File: config.mk
export PLATFORM = sky130hd
export DESIGN_NAME = rbss_top
export DESIGN_NICKNAME = d
export VERILOG_FILES = /design/src/rbss_pkg.sv /design/src/rbss_sync3.sv /design/src/rbss_width_meter.sv /design/src/rbss_top.sv
export SDC_FILE = /design/constraint.sdc
export NUM_CORES = 1
export LEC_CHECK = 0
export BUFFER_PORTS_ARGS = -buffer_cell sky130_fd_sc_hd__buf_2
export CAP_MARGIN = 20
export CORE_MARGIN = 2
export CORE_UTILIZATION = 30
export DETAILED_ROUTE_END_ITERATION = 10
export GPL_TIMING_DRIVEN = 0
export PLACE_DENSITY = 0.57
export SLEW_MARGIN = 5
export SYNTH_ARGS = -nofsm -noshare
export SYNTH_HDL_FRONTEND = slang
export SYNTH_SLANG_ARGS = --single-unit
File: constraint.sdc
create_clock -name clock -period 2.15 [get_ports clock]
set_input_delay 0.215 -clock clock [delete_from_list [all_inputs] [get_ports clock]]
set_output_delay 0.215 -clock clock [all_outputs]
set_load 0.03 [all_outputs]
File: src/rbss_pkg.sv
/*
 Package for the reset, supply and boot sequencer: timing constants, strap
 field positions, state and mode types and the packed carriers.
 Assumes a 250 MHz clock that keeps running while the reset pin is low.
*/
`default_nettype none
package rbss_pkg;
	localparam int CLK_PERIOD_PS = 4000;
	// Reset pulse figures in ns
	localparam int DIG_MIN_NS = 100;
	localparam int DIG_MAX_NS = 1000;
	localparam int ANA_MIN_NS = 10000;
	// Startup figures in us
	localparam int PLL_START_US = 3000;
	localparam int STRAP_SENSE_US = 3000;
	localparam int OPERATE_MAX_US = 1000000;
	// Least times round up, longest times round down
	localparam int DIG_MIN_CYC = (DIG_MIN_NS * 1000 + CLK_PERIOD_PS - 1) / CLK_PERIOD_PS;
	localparam int DIG_MAX_CYC = (DIG_MAX_NS * 1000) / CLK_PERIOD_PS;
	localparam int ANA_MIN_CYC = (ANA_MIN_NS * 1000 + CLK_PERIOD_PS - 1) / CLK_PERIOD_PS;
	localparam longint PLL_START_CYC = (longint'(PLL_START_US) * 1000000 + CLK_PERIOD_PS - 1)
		/ CLK_PERIOD_PS;
	localparam longint STRAP_SENSE_CYC = (longint'(STRAP_SENSE_US) * 1000000 + CLK_PERIOD_PS - 1)
		/ CLK_PERIOD_PS;
	localparam longint OPERATE_MAX_CYC = (longint'(OPERATE_MAX_US) * 1000000) / CLK_PERIOD_PS;
	localparam int WIDTH_CNT_W = 16;
	localparam int WAIT_CNT_W = 32;
	// Strap field positions
	localparam int STRAP_W = 3;
	localparam int STRAP_CLK_LSB = 0;
	localparam int STRAP_BOOT_BIT = 2;
	localparam int HOST_CLK_EDGES = 2;
	localparam logic [2:0] STRAP_RESET_VAL = 3'h0;

	typedef enum logic [1:0] {
		RBSS_CLK_XTAL,
		RBSS_CLK_FS_LOW,
		RBSS_CLK_FS_HIGH,
		RBSS_CLK_RESERVED
	} rbss_clk_src_t;

	typedef enum {
		RBSS_ST_RESET,
		RBSS_ST_SENSE,
		RBSS_ST_PLL_WAIT,
		RBSS_ST_FLASH_LOAD,
		RBSS_ST_HOST_WAIT,
		RBSS_ST_RUN
	} rbss_state_t;

	typedef enum logic [1:0] {
		RBSS_RST_NONE,
		RBSS_RST_DIGITAL,
		RBSS_RST_ANALOG
	} rbss_rst_kind_t;

	typedef struct packed {
		rbss_clk_src_t clk_src;
		logic auto_boot;
		logic [2:0] raw;
	} rbss_boot_sense_t;

	typedef struct packed {
		logic host_spi_mode;
		logic host_interrupt_n;
		logic flash_chip_select_mode;
		logic straps_released;
	} rbss_boot_out_t;
endpackage
`default_nettype wire

File: src/rbss_sync3.sv
/*
 Three-stage synchroniser with agreement filter: output changes once the
 second and third stages agree. Assumes asynchronous inputs.
*/
`default_nettype none
module rbss_sync3
	import rbss_pkg::*;
#(
	parameter int WIDTH = 1,
	parameter logic [WIDTH-1:0] INIT = '0
) (
	input wire logic clock,
	input wire logic srst,
	input wire logic ce,
	input wire logic [WIDTH-1:0] din,
	output logic [WIDTH-1:0] dout
);
	typedef struct packed {
		logic [WIDTH-1:0] s1;
		logic [WIDTH-1:0] s2;
		logic [WIDTH-1:0] s3;
		logic [WIDTH-1:0] q;
	} rbss_sync_st_t;

	rbss_sync_st_t st_ff;
	rbss_sync_st_t nxt_st;

	always_comb begin
		nxt_st = st_ff;
		nxt_st.s1 = din;
		nxt_st.s2 = st_ff.s1;
		nxt_st.s3 = st_ff.s2;
		for (int i = 0; i < WIDTH; i++) begin
			if (st_ff.s2[i] == st_ff.s3[i]) begin
				nxt_st.q[i] = st_ff.s3[i];
			end
		end
	end

	always_ff @(posedge clock) begin
		if (srst) begin
			st_ff <= {INIT, INIT, INIT, INIT};
		end else if (ce) begin
			st_ff <= nxt_st;
		end
	end

	assign dout = st_ff.q;
endmodule
`default_nettype wire

File: src/rbss_width_meter.sv
/*
 Measures the low width of the synchronised reset pin and classifies the
 pulse at its rising edge. Assumes the clock runs throughout the pulse.
*/
`default_nettype none
module rbss_width_meter
	import rbss_pkg::*;
(
	input wire logic clock,
	input wire logic srst,
	input wire logic ce,
	input wire logic pin_high,
	output rbss_rst_kind_t kind,
	output logic analog_now,
	output logic in_reset
);
	typedef struct packed {
		logic [WIDTH_CNT_W-1:0] cnt;
		logic prev;
		rbss_rst_kind_t kind;
		logic analog;
	} rbss_meter_st_t;

	rbss_meter_st_t st_ff;
	rbss_meter_st_t nxt_st;

	always_comb begin
		nxt_st = st_ff;
		nxt_st.prev = pin_high;
		nxt_st.kind = RBSS_RST_NONE;
		if (!pin_high) begin
			// Saturating width count on the running clock
			if (st_ff.cnt != '1) begin
				nxt_st.cnt = st_ff.cnt + 1'b1;
			end
			if (st_ff.cnt >= WIDTH_CNT_W'(ANA_MIN_CYC)) begin
				nxt_st.analog = 1'b1;
			end
		end else begin
			nxt_st.cnt = '0;
			if (!st_ff.prev) begin
				if (st_ff.analog) begin
					nxt_st.kind = RBSS_RST_ANALOG;
				end else if (st_ff.cnt >= WIDTH_CNT_W'(DIG_MIN_CYC)) begin
					nxt_st.kind = RBSS_RST_DIGITAL;
				end
			end
			nxt_st.analog = 1'b0;
		end
	end

	always_ff @(posedge clock) begin
		if (srst) begin
			st_ff <= '{cnt: '0, prev: 1'b1, kind: RBSS_RST_NONE, analog: 1'b0};
		end else if (ce) begin
			st_ff <= nxt_st;
		end
	end

	assign kind = st_ff.kind;
	assign analog_now = st_ff.analog;
	assign in_reset = !st_ff.prev;

	AST_ANALOG_NEEDS_WIDTH: assert property (@(posedge clock) disable iff (srst)
		$rose(st_ff.analog) |-> $past(st_ff.cnt) >= WIDTH_CNT_W'(ANA_MIN_CYC))
		else $error("analog flag set before threshold");
	AST_SHORT_PULSE_IGNORED: assert property (@(posedge clock) disable iff (srst)
		(ce && pin_high && !st_ff.prev && !st_ff.analog
			&& st_ff.cnt < WIDTH_CNT_W'(DIG_MIN_CYC)) |=> st_ff.kind == RBSS_RST_NONE)
		else $error("glitch taken as reset");
endmodule
`default_nettype wire

File: src/rbss_top.sv
/*
 Reset classification, core supply control and boot sequencing.
 Assumes straps and the reset pin are asynchronous, clock runs always.
*/
// Operation
// - Low pulse of 100 ns to 1 us gives a digital reset of all state.
// - Low pulse over 10 us also resets analog: core supply and PLL off.
// - After analog reset, release re-enables supply and PLL, then waits 3 ms.
// - Any reset release runs boot; analog case waits for clocks first.
// - Straps are sampled on every reset, digital or analog.
// - At power-up wait 3 ms strap sensing, operational within 1 s from flash.
// - Strap high means external supply; control output high enables it.
// - Reset over analog threshold forces core supply control low.
// - Strap low enables internal regulator; control output drives pass FET.
// - Boot runs on reset, power-up and swap; stores straps first. Swap keeps the stored straps and goes straight to host wait.
// - Auto boot copies flash to program RAM, sets defaults, then runs.
// - Host boot and swap wait while host loads program RAM.
// - Straps 1:0 pick crystal, low-rate sync, high-rate sync, reserved.
// - Strap 2 picks host boot at zero, flash auto boot at one.
// - Straps read zero unless pulled up, by internal pull-downs.
// - Auto boot makes GPIO nine the flash chip select.
// - After strap sensing, strapped pins are freed for other use.
// - After PLL lock, post event and pull host interrupt low.
// - Host boot picks SPI slave after two serial clock cycles, else I2C.
// - Right after reset hold GPIOs as inputs, capture their levels.
`default_nettype none
module rbss_top
	import rbss_pkg::*;
#(
	parameter longint PLL_START_CYCLES = PLL_START_CYC,
	parameter longint SENSE_CYCLES = STRAP_SENSE_CYC,
	parameter longint OPERATE_CYCLES = OPERATE_MAX_CYC
) (
	input wire logic clock,
	input wire logic srst,
	input wire logic ce,
	input wire logic reset_pin_n,
	input wire logic [STRAP_W-1:0] strap_pins,
	input wire logic supply_source_strap,
	input wire logic host_serial_clock,
	input wire logic flash_load_done,
	input wire logic host_load_done,
	input wire logic firmware_swap,
	input wire logic pll_locked,
	output logic core_supply_control,
	output logic internal_regulator_en,
	output logic pll_enable,
	output logic digital_reset,
	output logic gpio_force_input,
	output logic straps_released,
	output logic flash_chip_select_mode,
	output logic flash_load_start,
	output logic config_defaults_load,
	output logic jump_to_ram,
	output logic host_wait,
	output logic host_interrupt_n,
	output logic boot_event,
	output logic host_spi_mode,
	output logic boot_timeout,
	output logic [STRAP_W-1:0] boot_sense_raw,
	output rbss_clk_src_t clock_source,
	output logic auto_boot
);
	////////////////////////////////////////////////////////////////////////////
	// Pin synchronisers
	logic reset_pin_s;
	logic [STRAP_W-1:0] strap_s;
	logic supply_strap_s;
	logic hclk_s;
	rbss_rst_kind_t rst_kind;
	logic analog_now;
	logic in_reset;

	rbss_sync3 #(.WIDTH(STRAP_W + 3), .INIT({1'b1, STRAP_RESET_VAL, 2'h0})) u_sync (
		.clock(clock),
		.srst(srst),
		.ce(ce),
		.din({reset_pin_n, strap_pins, supply_source_strap, host_serial_clock}),
		.dout({reset_pin_s, strap_s, supply_strap_s, hclk_s})
	);

	rbss_width_meter u_meter (
		.clock(clock),
		.srst(srst),
		.ce(ce),
		.pin_high(reset_pin_s),
		.kind(rst_kind),
		.analog_now(analog_now),
		.in_reset(in_reset)
	);

	////////////////////////////////////////////////////////////////////////////
	// State
	typedef struct packed {
		rbss_state_t state;
		logic analog_pending;
		logic [WAIT_CNT_W-1:0] wait_cnt;
		logic [WAIT_CNT_W-1:0] boot_cnt;
		rbss_boot_sense_t sense;
		logic ext_supply;
		logic supply_on;
		logic pll_on;
		logic dig_rst;
		logic gpio_in;
		logic event_p;
		logic start_p;
		logic defaults_p;
		logic jump_p;
		logic timeout;
		logic hclk_prev;
		logic [1:0] hclk_edges;
		logic wait_out;
		logic reg_en;
		rbss_boot_out_t out;
	} rbss_top_st_t;

	rbss_top_st_t st_ff;
	rbss_top_st_t nxt_st;

	localparam logic [WAIT_CNT_W-1:0] PLL_WAIT = WAIT_CNT_W'(PLL_START_CYCLES);
	localparam logic [WAIT_CNT_W-1:0] SENSE_WAIT = WAIT_CNT_W'(SENSE_CYCLES);
	localparam logic [WAIT_CNT_W-1:0] OP_WAIT = WAIT_CNT_W'(OPERATE_CYCLES);

	always_comb begin
		nxt_st = st_ff;
		nxt_st.event_p = 1'b0;
		nxt_st.start_p = 1'b0;
		nxt_st.defaults_p = 1'b0;
		nxt_st.jump_p = 1'b0;
		nxt_st.dig_rst = 1'b0;
		nxt_st.hclk_prev = hclk_s;
		if (st_ff.state != RBSS_ST_RUN && st_ff.boot_cnt != '1) begin
			nxt_st.boot_cnt = st_ff.boot_cnt + 1'b1;
		end
		if (st_ff.sense.auto_boot && st_ff.boot_cnt >= OP_WAIT
			&& st_ff.state != RBSS_ST_RUN) begin
			nxt_st.timeout = 1'b1;
		end
		// Supply mode follows the strap
		nxt_st.ext_supply = supply_strap_s;

		unique case (st_ff.state)
		RBSS_ST_RESET: begin
			nxt_st.gpio_in = 1'b1;
			nxt_st.dig_rst = 1'b1;
			if (!in_reset) begin
				nxt_st.supply_on = 1'b1;
				nxt_st.pll_on = 1'b1;
				nxt_st.wait_cnt = '0;
				nxt_st.boot_cnt = '0;
				nxt_st.state = RBSS_ST_SENSE;
			end
		end
		RBSS_ST_SENSE: begin
			nxt_st.gpio_in = 1'b1;
			nxt_st.wait_cnt = st_ff.wait_cnt + 1'b1;
			if (st_ff.wait_cnt >= SENSE_WAIT - 1'b1) begin
				// Straps stored before boot decisions
				nxt_st.sense.raw = strap_s;
				nxt_st.sense.clk_src = rbss_clk_src_t'(strap_s[STRAP_CLK_LSB +: 2]);
				nxt_st.sense.auto_boot = strap_s[STRAP_BOOT_BIT];
				nxt_st.gpio_in = 1'b0;
				nxt_st.out.straps_released = 1'b1;
				nxt_st.wait_cnt = '0;
				nxt_st.state = RBSS_ST_PLL_WAIT;
			end
		end
		RBSS_ST_PLL_WAIT: begin
			if (st_ff.wait_cnt != '1) begin
				nxt_st.wait_cnt = st_ff.wait_cnt + 1'b1;
			end
			// Analog case also waits the PLL startup time
			if (pll_locked && (!st_ff.analog_pending || st_ff.wait_cnt >= PLL_WAIT)) begin
				nxt_st.analog_pending = 1'b0;
				nxt_st.event_p = 1'b1;
				nxt_st.out.host_interrupt_n = 1'b0;
				if (st_ff.sense.auto_boot) begin
					nxt_st.out.flash_chip_select_mode = 1'b1;
					nxt_st.start_p = 1'b1;
					nxt_st.state = RBSS_ST_FLASH_LOAD;
				end else begin
					nxt_st.hclk_edges = '0;
					nxt_st.state = RBSS_ST_HOST_WAIT;
				end
			end
		end
		RBSS_ST_FLASH_LOAD: begin
			if (flash_load_done) begin
				nxt_st.defaults_p = 1'b1;
				nxt_st.jump_p = 1'b1;
				nxt_st.state = RBSS_ST_RUN;
			end
		end
		RBSS_ST_HOST_WAIT: begin
			if (hclk_s && !st_ff.hclk_prev && st_ff.hclk_edges != 2'(HOST_CLK_EDGES)) begin
				nxt_st.hclk_edges = st_ff.hclk_edges + 1'b1;
			end
			if (st_ff.hclk_edges == 2'(HOST_CLK_EDGES)) begin
				nxt_st.out.host_spi_mode = 1'b1;
			end
			if (host_load_done) begin
				nxt_st.out.host_interrupt_n = 1'b1;
				nxt_st.jump_p = 1'b1;
				nxt_st.state = RBSS_ST_RUN;
			end
		end
		RBSS_ST_RUN: begin
			if (firmware_swap) begin
				// Swap restarts the boot watchdog
				nxt_st.boot_cnt = '0;
				nxt_st.out.host_spi_mode = 1'b0;
				nxt_st.hclk_edges = '0;
				nxt_st.state = RBSS_ST_HOST_WAIT;
			end
		end
		endcase

		// Reset pin overrides everything
		if (in_reset) begin
			nxt_st.state = RBSS_ST_RESET;
			nxt_st.dig_rst = 1'b1;
			nxt_st.gpio_in = 1'b1;
			nxt_st.out = '{host_spi_mode: 1'b0, host_interrupt_n: 1'b1,
				flash_chip_select_mode: 1'b0, straps_released: 1'b0};
			nxt_st.timeout = 1'b0;
			// No boot action may leak out while the pin holds reset
			nxt_st.event_p = 1'b0;
			nxt_st.start_p = 1'b0;
			nxt_st.defaults_p = 1'b0;
			nxt_st.jump_p = 1'b0;
			if (analog_now) begin
				nxt_st.supply_on = 1'b0;
				nxt_st.pll_on = 1'b0;
				nxt_st.analog_pending = 1'b1;
			end
		end

		// Level outputs taken from the next state so each pin is a flop
		nxt_st.wait_out = (nxt_st.state == RBSS_ST_HOST_WAIT);
		nxt_st.reg_en = nxt_st.supply_on & ~nxt_st.ext_supply;
	end

	always_ff @(posedge clock) begin
		if (srst) begin
			st_ff <= '{state: RBSS_ST_SENSE, analog_pending: 1'b1, wait_cnt: '0, boot_cnt: '0,
				sense: '{clk_src: RBSS_CLK_XTAL, auto_boot: 1'b0, raw: STRAP_RESET_VAL},
				ext_supply: 1'b0, supply_on: 1'b1, pll_on: 1'b1, dig_rst: 1'b1,
				gpio_in: 1'b1, event_p: 1'b0, start_p: 1'b0, defaults_p: 1'b0,
				jump_p: 1'b0, timeout: 1'b0, hclk_prev: 1'b0, hclk_edges: '0,
				wait_out: 1'b0, reg_en: 1'b1,
				out: '{host_spi_mode: 1'b0, host_interrupt_n: 1'b1,
				flash_chip_select_mode: 1'b0, straps_released: 1'b0}};
		end else if (ce) begin
			st_ff <= nxt_st;
		end
	end

	////////////////////////////////////////////////////////////////////////////
	// Outputs
	assign core_supply_control = st_ff.supply_on;
	assign internal_regulator_en = st_ff.reg_en;
	assign pll_enable = st_ff.pll_on;
	assign digital_reset = st_ff.dig_rst;
	assign gpio_force_input = st_ff.gpio_in;
	assign straps_released = st_ff.out.straps_released;
	assign flash_chip_select_mode = st_ff.out.flash_chip_select_mode;
	assign flash_load_start = st_ff.start_p;
	assign config_defaults_load = st_ff.defaults_p;
	assign jump_to_ram = st_ff.jump_p;
	assign host_wait = st_ff.wait_out;
	assign host_interrupt_n = st_ff.out.host_interrupt_n;
	assign boot_event = st_ff.event_p;
	assign host_spi_mode = st_ff.out.host_spi_mode;
	assign boot_timeout = st_ff.timeout;
	assign boot_sense_raw = st_ff.sense.raw;
	assign clock_source = st_ff.sense.clk_src;
	assign auto_boot = st_ff.sense.auto_boot;

	////////////////////////////////////////////////////////////////////////////
	// Checks
	AST_ANALOG_SUPPLY_OFF: assert property (@(posedge clock) disable iff (srst)
		(ce && in_reset && analog_now) |=> !core_supply_control && !pll_enable)
		else $error("supply not cut on analog reset");
	AST_RESET_HOLDS_DIGITAL: assert property (@(posedge clock) disable iff (srst)
		(ce && in_reset) |=> digital_reset && gpio_force_input && host_interrupt_n)
		else $error("digital reset not asserted");
	AST_RELEASE_SUPPLY_ON: assert property (@(posedge clock) disable iff (srst)
		(ce && st_ff.state == RBSS_ST_RESET && !in_reset) |=> core_supply_control && pll_enable)
		else $error("supply not restored on release");
	AST_STRAP_DECODE: assert property (@(posedge clock) disable iff (srst)
		$rose(straps_released) |-> clock_source == rbss_clk_src_t'(boot_sense_raw[1:0])
			&& auto_boot == boot_sense_raw[STRAP_BOOT_BIT])
		else $error("strap decode mismatch");
	AST_INT_AFTER_LOCK: assert property (@(posedge clock) disable iff (srst)
		$fell(host_interrupt_n) |-> boot_event && $past(pll_locked))
		else $error("interrupt without lock");
	AST_CS_ONLY_AUTO: assert property (@(posedge clock) disable iff (srst)
		flash_chip_select_mode |-> auto_boot)
		else $error("chip select in host boot");
	AST_FLASH_DONE_JUMP: assert property (@(posedge clock) disable iff (srst)
		(ce && !in_reset && st_ff.state == RBSS_ST_FLASH_LOAD && flash_load_done)
			|=> jump_to_ram && config_defaults_load)
		else $error("no jump after flash load");
	AST_HOST_WAIT_HELD: assert property (@(posedge clock) disable iff (srst)
		(host_wait && !host_load_done && !in_reset) |=> host_wait || !ce)
		else $error("host wait left early");
	AST_REG_MODE: assert property (@(posedge clock) disable iff (srst)
		internal_regulator_en |-> core_supply_control && !st_ff.ext_supply)
		else $error("regulator mode wrong");

	// Sequencing checks
	AST_SENSE_RELEASES_GPIO: assert property (@(posedge clock) disable iff (srst)
		$rose(straps_released) |-> !gpio_force_input)
		else $error("strap pins not released after sensing");
	AST_SPI_NEEDS_WAIT: assert property (@(posedge clock) disable iff (srst)
		$rose(host_spi_mode) |-> $past(host_wait))
		else $error("serial mode picked outside host wait");
	AST_TIMEOUT_AUTO_ONLY: assert property (@(posedge clock) disable iff (srst)
		$rose(boot_timeout) |-> $past(auto_boot))
		else $error("timeout raised in host boot");
	AST_START_WITH_CS: assert property (@(posedge clock) disable iff (srst)
		flash_load_start |-> flash_chip_select_mode && auto_boot)
		else $error("flash load without chip select");
	AST_EVENT_PULSE: assert property (@(posedge clock) disable iff (srst)
		(ce && boot_event) |=> !boot_event)
		else $error("boot event longer than one cycle");
	AST_JUMP_PULSE: assert property (@(posedge clock) disable iff (srst)
		(ce && jump_to_ram) |=> !jump_to_ram)
		else $error("jump longer than one cycle");
	AST_SWAP_TO_HOST: assert property (@(posedge clock) disable iff (srst)
		(ce && !in_reset && st_ff.state == RBSS_ST_RUN && firmware_swap) |=> host_wait)
		else $error("swap did not enter host wait");
	AST_RESET_NO_JUMP: assert property (@(posedge clock) disable iff (srst)
		(ce && in_reset) |=> !jump_to_ram && !flash_load_start)
		else $error("boot action during reset");
endmodule
`default_nettype wire

==> results of run 1 <==
-- how the worst max path moves through the flow --
stage | start | endpoint | slack [ns] | depth (start not counted)
2_1_floorplan | st_ff[58]$_SDFFE_PP0P_ | st_ff[62]$_SDFFE_PP0P_ | -0.06 | 9
3_5_place_dp | st_ff[26]$_SDFFE_PP0P_ | st_ff[25]$_SDFFE_PP0P_ | -0.71 | 8
6_report | st_ff[57]$_SDFFE_PP0P_ | st_ff[82]$_SDFFE_PP0P_ | -0.1 | 7
4_1_cts | st_ff[116]$_SDFFE_PP0P_ | st_ff[82]$_SDFFE_PP0P_ | -0.09 | 7
5_1_grt | st_ff[62]$_SDFFE_PP0P_ | st_ff[82]$_SDFFE_PP0P_ | -0.19 | 7
3_3_place_gp | st_ff[26]$_SDFFE_PP0P_ | st_ff[48]$_SDFFE_PP0P_ | -0.65 | 9
-- layout by cell type (no fill, tap or decap), types with 8 or more instances in the layout --
| cell type | count |
|---|---|
| dfxtp_1 | 125 |
| nor2_1 | 103 |
| nand2_1 | 57 |
| buf_4 | 42 |
| a21oi_1 | 40 |
| xnor2_1 | 39 |
| nand3_1 | 36 |
| nand4_1 | 33 |
| buf_2 | 33 |
| and2_1 | 31 |
| nor3_1 | 30 |
| mux2i_1 | 23 |
| dfxtp_2 | 23 |
| inv_1 | 22 |
| buf_6 | 22 |
| xor2_1 | 22 |
| o21ai_0 | 21 |
| clkbuf_1 | 17 |
| clkbuf_16 | 17 |
| and3_1 | 14 |
| or3_1 | 13 |
| nor4_1 | 13 |
| dfxtp_4 | 12 |
| nor4_2 | 9 |
| nand3_2 | 9 |
| o21ai_1 | 9 |
| nor4_4 | 8 |
-- metal layers --
metal | vias up | global-route usage [%]
met2 | 138 | 22.33
met4 | 0 | 5.242
met5 | - | 0
li1 | 3229 | -
met3 | 22 | 3.532
met1 | 3100 | 20.07
-- area by class of cell --
cell class | instances | area share [%]
well taps | 324 | 4.251
multi-input cells | 624 | 44.52
clock buffers | 17 | 4.461
flip-flops and latches | 160 | 34.37
plain buffers | 43 | 3.123
repair buffers | 83 | 6.390
clock inverters | 15 | 1.981
inverters | 23 | 0.9054
-- Yosys cell counts (all sizes together) (3+ instances only) --
library cell	count	area share (%)
dfxtp	160	44
nor2	106	5.5
nand2	61	3.2
nand3	47	3.4
a21oi	43	3.0
xnor2	39	4.7
nand4	35	3.2
and2	32	2.7
nor3	32	2.3
o21ai	32	2.2
nor4	30	3.0
clkbuf	29	1.5
inv	23	1.2
mux2i	23	3.2
xor2	22	2.6
buf	20	1.5
and3	16	1.4
or3	16	1.4
and4	10	1.2
or4	9	0.98
ha	7	1.2
a21o	6	0.62
nand2b	5	0.43
o31ai	5	0.58
a31oi	4	0.34
or2	4	0.34
nand4b	3	0.36
nor2b	3	0.26
o311ai	3	0.36
-- logic make-up (layout without fill, tap and decap cells) --
logic type,count (synthesis),after routing,synth area share [%]
AOI/OAI and AO/OA,116,116,9.800
adders and majority gates,7,7,1.201
buffers and inverters,72,181,4.170
DFF,160,160,43.93
xor gates and xnor gates,61,61,7.328
and+or+nand+nor,416,417,30.41
muxes,23,23,3.158
-- where the power goes --
| group | internal [mW] | total, mW | switching, mW |
|---|---|---|---|
| Sequential | 2.98 | 3.00 | 0.0238 |
| Clock | 1.68 | 3.11 | 1.43 |
| Combinational | 0.121 | 0.325 | 0.203 |
| Total | 4.78 | 6.43 | 1.66 |
-- registers in the layout (all words and copies together) (netlist names) --
signal / cells
flash_load_start: 1
config_defaults_load: 1
clock_source: 1
boot_sense_raw: 1
core_supply_control: 1
digital_reset: 1
straps_released: 1
st_ff: 100
host_interrupt_n: 1
boot_timeout: 1
auto_boot: 1
jump_to_ram: 1
u_meter.st_ff: 17
boot_event: 1
host_wait: 1
u_sync.nxt_st: 12
pll_enable: 1
u_meter.analog_now: 1
gpio_force_input: 1
u_sync.dout: 6
internal_regulator_en: 1
u_sync.st_ff: 6
flash_chip_select_mode: 1
host_spi_mode: 1
-- critical path, stage by stage, from the launching register on --
cell	delay [ns]
dfxtp_4	0.36
ha_4	0.14
inv_2	0.05
or4_4	0.48
or4_4	0.57
nand4_1	0.31
or3_1	0.18
a21oi_2	0.05
-- repair_timing --
action / 4_1_cts / 5_1_grt
pin swaps: 25 / 45
gates cloned: 2 / 3
setup endpoints to repair: 101 / 96
endpoints found under the hold margin: 1 / 0
hold buffers: 1 / 0
gates resized for setup: 79 / 121
setup buffers: 22 / 24
==> run metrics, run 1 <==
Final Slew Violations 0; die extent in y between 150 and 200 um; Sum Neg Setup Slack -0.6440 ns; HPWL after detailed placement 12470 um; CTS tree done; Worst Hold Depth 3; WL/cell 14.93 um; reg-to-reg slack, setup -0.1 ns; Tmin final around 2.2 ns; Synth cell types 65; PortBufs 32; final instance area 9535 um2; gr usage total 14.61%; CP endpoint kind flip-flop; n_diodes 0; top sig layer met4; crit share post-route 104.6%; Power Density a little under 700 nW/um2; Initial Util 30.24%; Placed Area 7905 um2; P_leak 3.469 nW; register area 3277 um2; floorplan row count 57; WHS Endpoint u_sync.nxt_st[16]$_SDFFE_PP0P_; MaxCap Viol Count 0; worst setup margin -0.09827 ns; global-route wire length before repair 30350 um; Worst-path clk slew 0.07 ns; Post-synth EDFFs 0; Clock Skews between 0.01 and 0.015 ns; cells after synthesis 855; io pins 34; RSZ-0062 raised after global routing true; Most used DFF post-synth dfxtp_1; Worst Setup Path Type flip-flop to flip-flop; Iter 0 DRT Violations 428; die area approximately 26000 um2; Worst R2R End st_ff[82]$_SDFFE_PP0P_; Yosys warnings 0; fillers 2489; first-pass detailed-route iteration total 5; Rel. slew slack 36.75%; area of the mapped netlist 7291 um2; via count 6489; Slew @ Worst Pin 0.9388 ns; Async SR Flop Fraction 0%; FF-to-FF path depth 7; M1 WL ~9300 um; area grow syn2layout 30.79%; CTS root buf clkbuf_16; H-tree Lvls 4; GPL Wtd Cong 0.8301; final setup fails 21; share of layout cells above drive strength 1 25.91%; WL met2 8771 um; Mapped Nets 875; Remaining DRCs 0; Routed Antenna Nets 0; Layout Nets slightly below 1000; drt via density 5.034; CP required 2.47 ns; routed wl met3 around 890 um; worst-path fanout max 8; Fin Hold WS 0.01704 ns; failing checks setup timing; Synth Register Bits 160; average size of a mapped cell 8.527 um2; TritonCTS Buffers 17; HP Start strap_pins[2]; initial antenna violation count 0; Die X ~160 um; status finished, violations left; Core Region 24110 um2; DRT Wirelength just under 20000 um; vias in the first global route ~5900; Arr. time, crit path 2.57 ns; total chip power 6.435 mW; fin util between 30% and 40%; CTS Buffer Depth 2; fin cells 1289; Hold Fails Final Rpt 0; clk sinks 160; total gr overflow 0; Worst Setup Start Kind flip-flop; worst r2r src st_ff[57]$_SDFFE_PP0P_; Multi-input gate area 4245 um2; clk_lat worst skew about 0.43 ns; register area share after synthesis 43.93%; largest net degree at the start of global routing 19; f_max 0.4448 GHz; pre-CTS WS -0.7124 ns; Hold Path Class input port to flip-flop; cell count after placement 1211; Max rail drop VDD 0.4177 mV
Power figures use the tool's default switching activity.
==> run 2: changes to the inputs <==
--- a/config.mk
+++ b/config.mk
@@ -6,7 +6,6 @@
 export NUM_CORES = 1
 export LEC_CHECK = 0
 export BUFFER_PORTS_ARGS = -buffer_cell sky130_fd_sc_hd__buf_2
-export CAP_MARGIN = 20
 export CORE_MARGIN = 2
 export CORE_UTILIZATION = 30
 export DETAILED_ROUTE_END_ITERATION = 10
==> constraint.sdc (replaced) <==
create_clock -name clock -period 2 [get_ports clock]
set_input_delay 0.2 -clock clock [delete_from_list [all_inputs] [get_ports clock]]
set_output_delay 0.2 -clock clock [all_outputs]
set_load 0.03 [all_outputs]
==> run metrics, run 2 (synthesis results as in run 1) <==
reg-to-reg slack, setup -0.26 ns (-0.16 ns); final setup fails 77 (+270%); fin cells 1307 (+1.4%); via count 6550 (+0.94%); TritonCTS Buffers 17 (unchanged); total gr overflow 0 (unchanged); failing checks setup timing; Routed Antenna Nets 0 (unchanged); Arr. time, crit path 2.62 ns (+0.05 ns); worst r2r src st_ff[25]$_SDFFE_PP0P_; clk sinks 160 (unchanged); clk_lat worst skew 0.43 ns (about the same); Multi-input gate area 4474 um2 (+5.4%); f_max 0.4420 GHz (-0.62%); vias in the first global route 6274 (+6.4%); drt via density 5.011 (-0.45%); Hold Path Class input port to flip-flop; Worst Setup Start Kind flip-flop; share of layout cells above drive strength 1 30.72% (+4.8 points); crit share post-route 113.1% (+8.5 points); top sig layer met4; io pins 34 (unchanged); Iter 0 DRT Violations 520 (+21%); Rel. slew slack 47.58% (+11 points); area grow syn2layout 36.30%; M1 WL 9288 um (+0.13%); largest reg by FF count st_ff; Sum Neg Setup Slack -9.568 ns (-8.924 ns); P_leak 3.600 nW (+3.8%); WL/cell 15.03 um (+0.67%); most common cell after layout, fill and taps aside dfxtp_1; HP Start strap_pins[0]; Slew @ Worst Pin 0.7781 ns (-0.1607 ns); cell count after placement 1211 (unchanged); Remaining DRCs 0 (unchanged); Worst-path clk slew 0.07 ns (about the same); FF-to-FF path depth 10 (+3); WHS Endpoint u_sync.nxt_st[14]$_SDFFE_PP0P_; Core Region 24110 um2 (unchanged); initial antenna violation count 0 (unchanged); CTS tree done; MaxCap Viol Count 0 (unchanged); register area 3253 um2 (-0.73%); total chip power 6.651 mW (+3.4%); die area 25560 um2 (unchanged); largest net degree at the start of global routing 17 (-2); gr usage total 15.08% (+0.47 points); RSZ-0062 raised after global routing true; Layout Nets 990 (+1.9%); PortBufs 32 (unchanged); GPL Wtd Cong 0.8165 (-1.6%); first-pass detailed-route iteration total 5 (unchanged); worst setup margin -0.2624 ns (-0.1641 ns); CTS Buffer Depth 2 (unchanged); Worst R2R End st_ff[56]$_SDFFE_PP0P_; worst-path fanout max 5 (-3); global-route wire length before repair 31620 um (+4.2%); most frequent cells in the layout 126 x dfxtp_1, 92 x nor2_1, 55 x nand2_1; Power Density 669.3 nW/um2 (-0.83%); CP required 2.36 ns (-0.11 ns); CTS root buf clkbuf_16; WL met2 9035 um (+3.0%); Tmin final 2.262 ns (+0.01411 ns); DRT Wirelength 19650 um (+2.1%); Fin Hold WS 0.01565 ns (-0.001389 ns); HPWL after detailed placement 12250 um (-1.8%); die extent in y 159.9 um (unchanged); fillers 2398 (-3.7%); n_diodes 0 (unchanged); Worst Hold Depth 3 (unchanged); routed wl met3 829 um (-7.2%); fin util 41.22% (+1.7 points); Clock Skews 0.01100 ns (-0.0007404 ns); Max rail drop VDD 0.5805 mV (+39%); Final Slew Violations 0 (unchanged); Die X 159.9 um (unchanged); H-tree Lvls 4 (unchanged); status finished, violations left; floorplan row count 57 (unchanged); Worst Setup Path Type flip-flop to flip-flop; Hold Fails Final Rpt 0 (unchanged); CP endpoint kind flip-flop; max FFs per register 100 (unchanged); Initial Util 30.24% (unchanged)
run 2: cell types whose count changed in the layout (fill, tap and decap cells not counted), sizes merged:
cell         change
buf             +16
clkbuf           +3
inv              -3
dlygate4sd3      +2
bufinv           -1
clkinv           +1
clkinvlp         +1
nor2             -1
run 2: power breakdown:
| group | leakage [nW] | internal, mW | switching [mW] | total, mW |
|---|---|---|---|---|
| registers | 1.31 | 3.21 | 0.0235 | 3.24 |
| clock network | 0.259 | 1.61 | 1.39 | 3.00 |
| logic | 2.03 | 0.169 | 0.244 | 0.413 |
run 2: cell type report:
cell class	count	area share [%]
Tap cell	324	4.080
Inverter	23	0.8688
Multi-Input combinational cell	623	45.03
Clock buffer	19	4.357
Timing Repair Buffer	105	8.889
Sequential cell	160	32.74
Buffer	40	2.997
Clock inverter	13	1.045
run 2: layer usage:
metal	GRT usage (%)	up-vias
li1	-	3258
met1	19.93	3098
met2	23.93	157
met3	3.117	37
met4	6.470	0
met5	0	-
run 2: critical path, stage by stage, from the launching register on:
cell and delay, ns:
dfxtp_2 0.33, ha_2 0.19, and2_4 0.16, nand4_1 0.14, buf_4 0.15, nor4_4 0.04, buf_4 0.17, buf_4 0.14
or3_4 0.39, or3_4 0.35, a21oi_2 0.14
run 2: worst max-delay path by stage:
stage,start,cells after the start,slack (ns),endpoint
floorplan,st_ff[58]$_SDFFE_PP0P_,9,-0.21,st_ff[62]$_SDFFE_PP0P_
global placement,st_ff[109]$_SDFFE_PP0P_,6,-0.71,clock_source[0]$_SDFFE_PP0P_
CTS,st_ff[57]$_SDFFE_PP0P_,8,-0.22,st_ff[74]$_SDFFE_PP0P_
global route,st_ff[57]$_SDFFE_PP0P_,8,-0.32,st_ff[73]$_SDFFE_PP0P_
detailed placement,ce,6,-0.70,u_sync.st_ff[6]$_SDFFE_PP0P_
finish,st_ff[25]$_SDFFE_PP0P_,10,-0.26,st_ff[56]$_SDFFE_PP0P_
run 2: timing repair:
| item | CTS | global route |
|---|---|---|
| gates cloned | 6 | 2 |
| pin swaps | 42 | 42 |
| setup endpoints to repair | 114 | 97 |
| resized for setup | 130 | 101 |
| endpoints found under the hold margin | 3 | 0 |
| hold buffers | 3 | 0 |
| setup buffers | 41 | 24 |
run 2: metrics by stage:
| stage | setup WS, ns | area, um2 |
|---|---|---|
| finish | -0.2624 | 9937 |
| global route | -0.3231 | 9937 |
| CTS | -0.2228 | 9407 |
| detailed placement | -0.6977 | 8019 |
| global placement | -0.7069 | 8019 |
| floorplan | -0.2107 | 7453 |
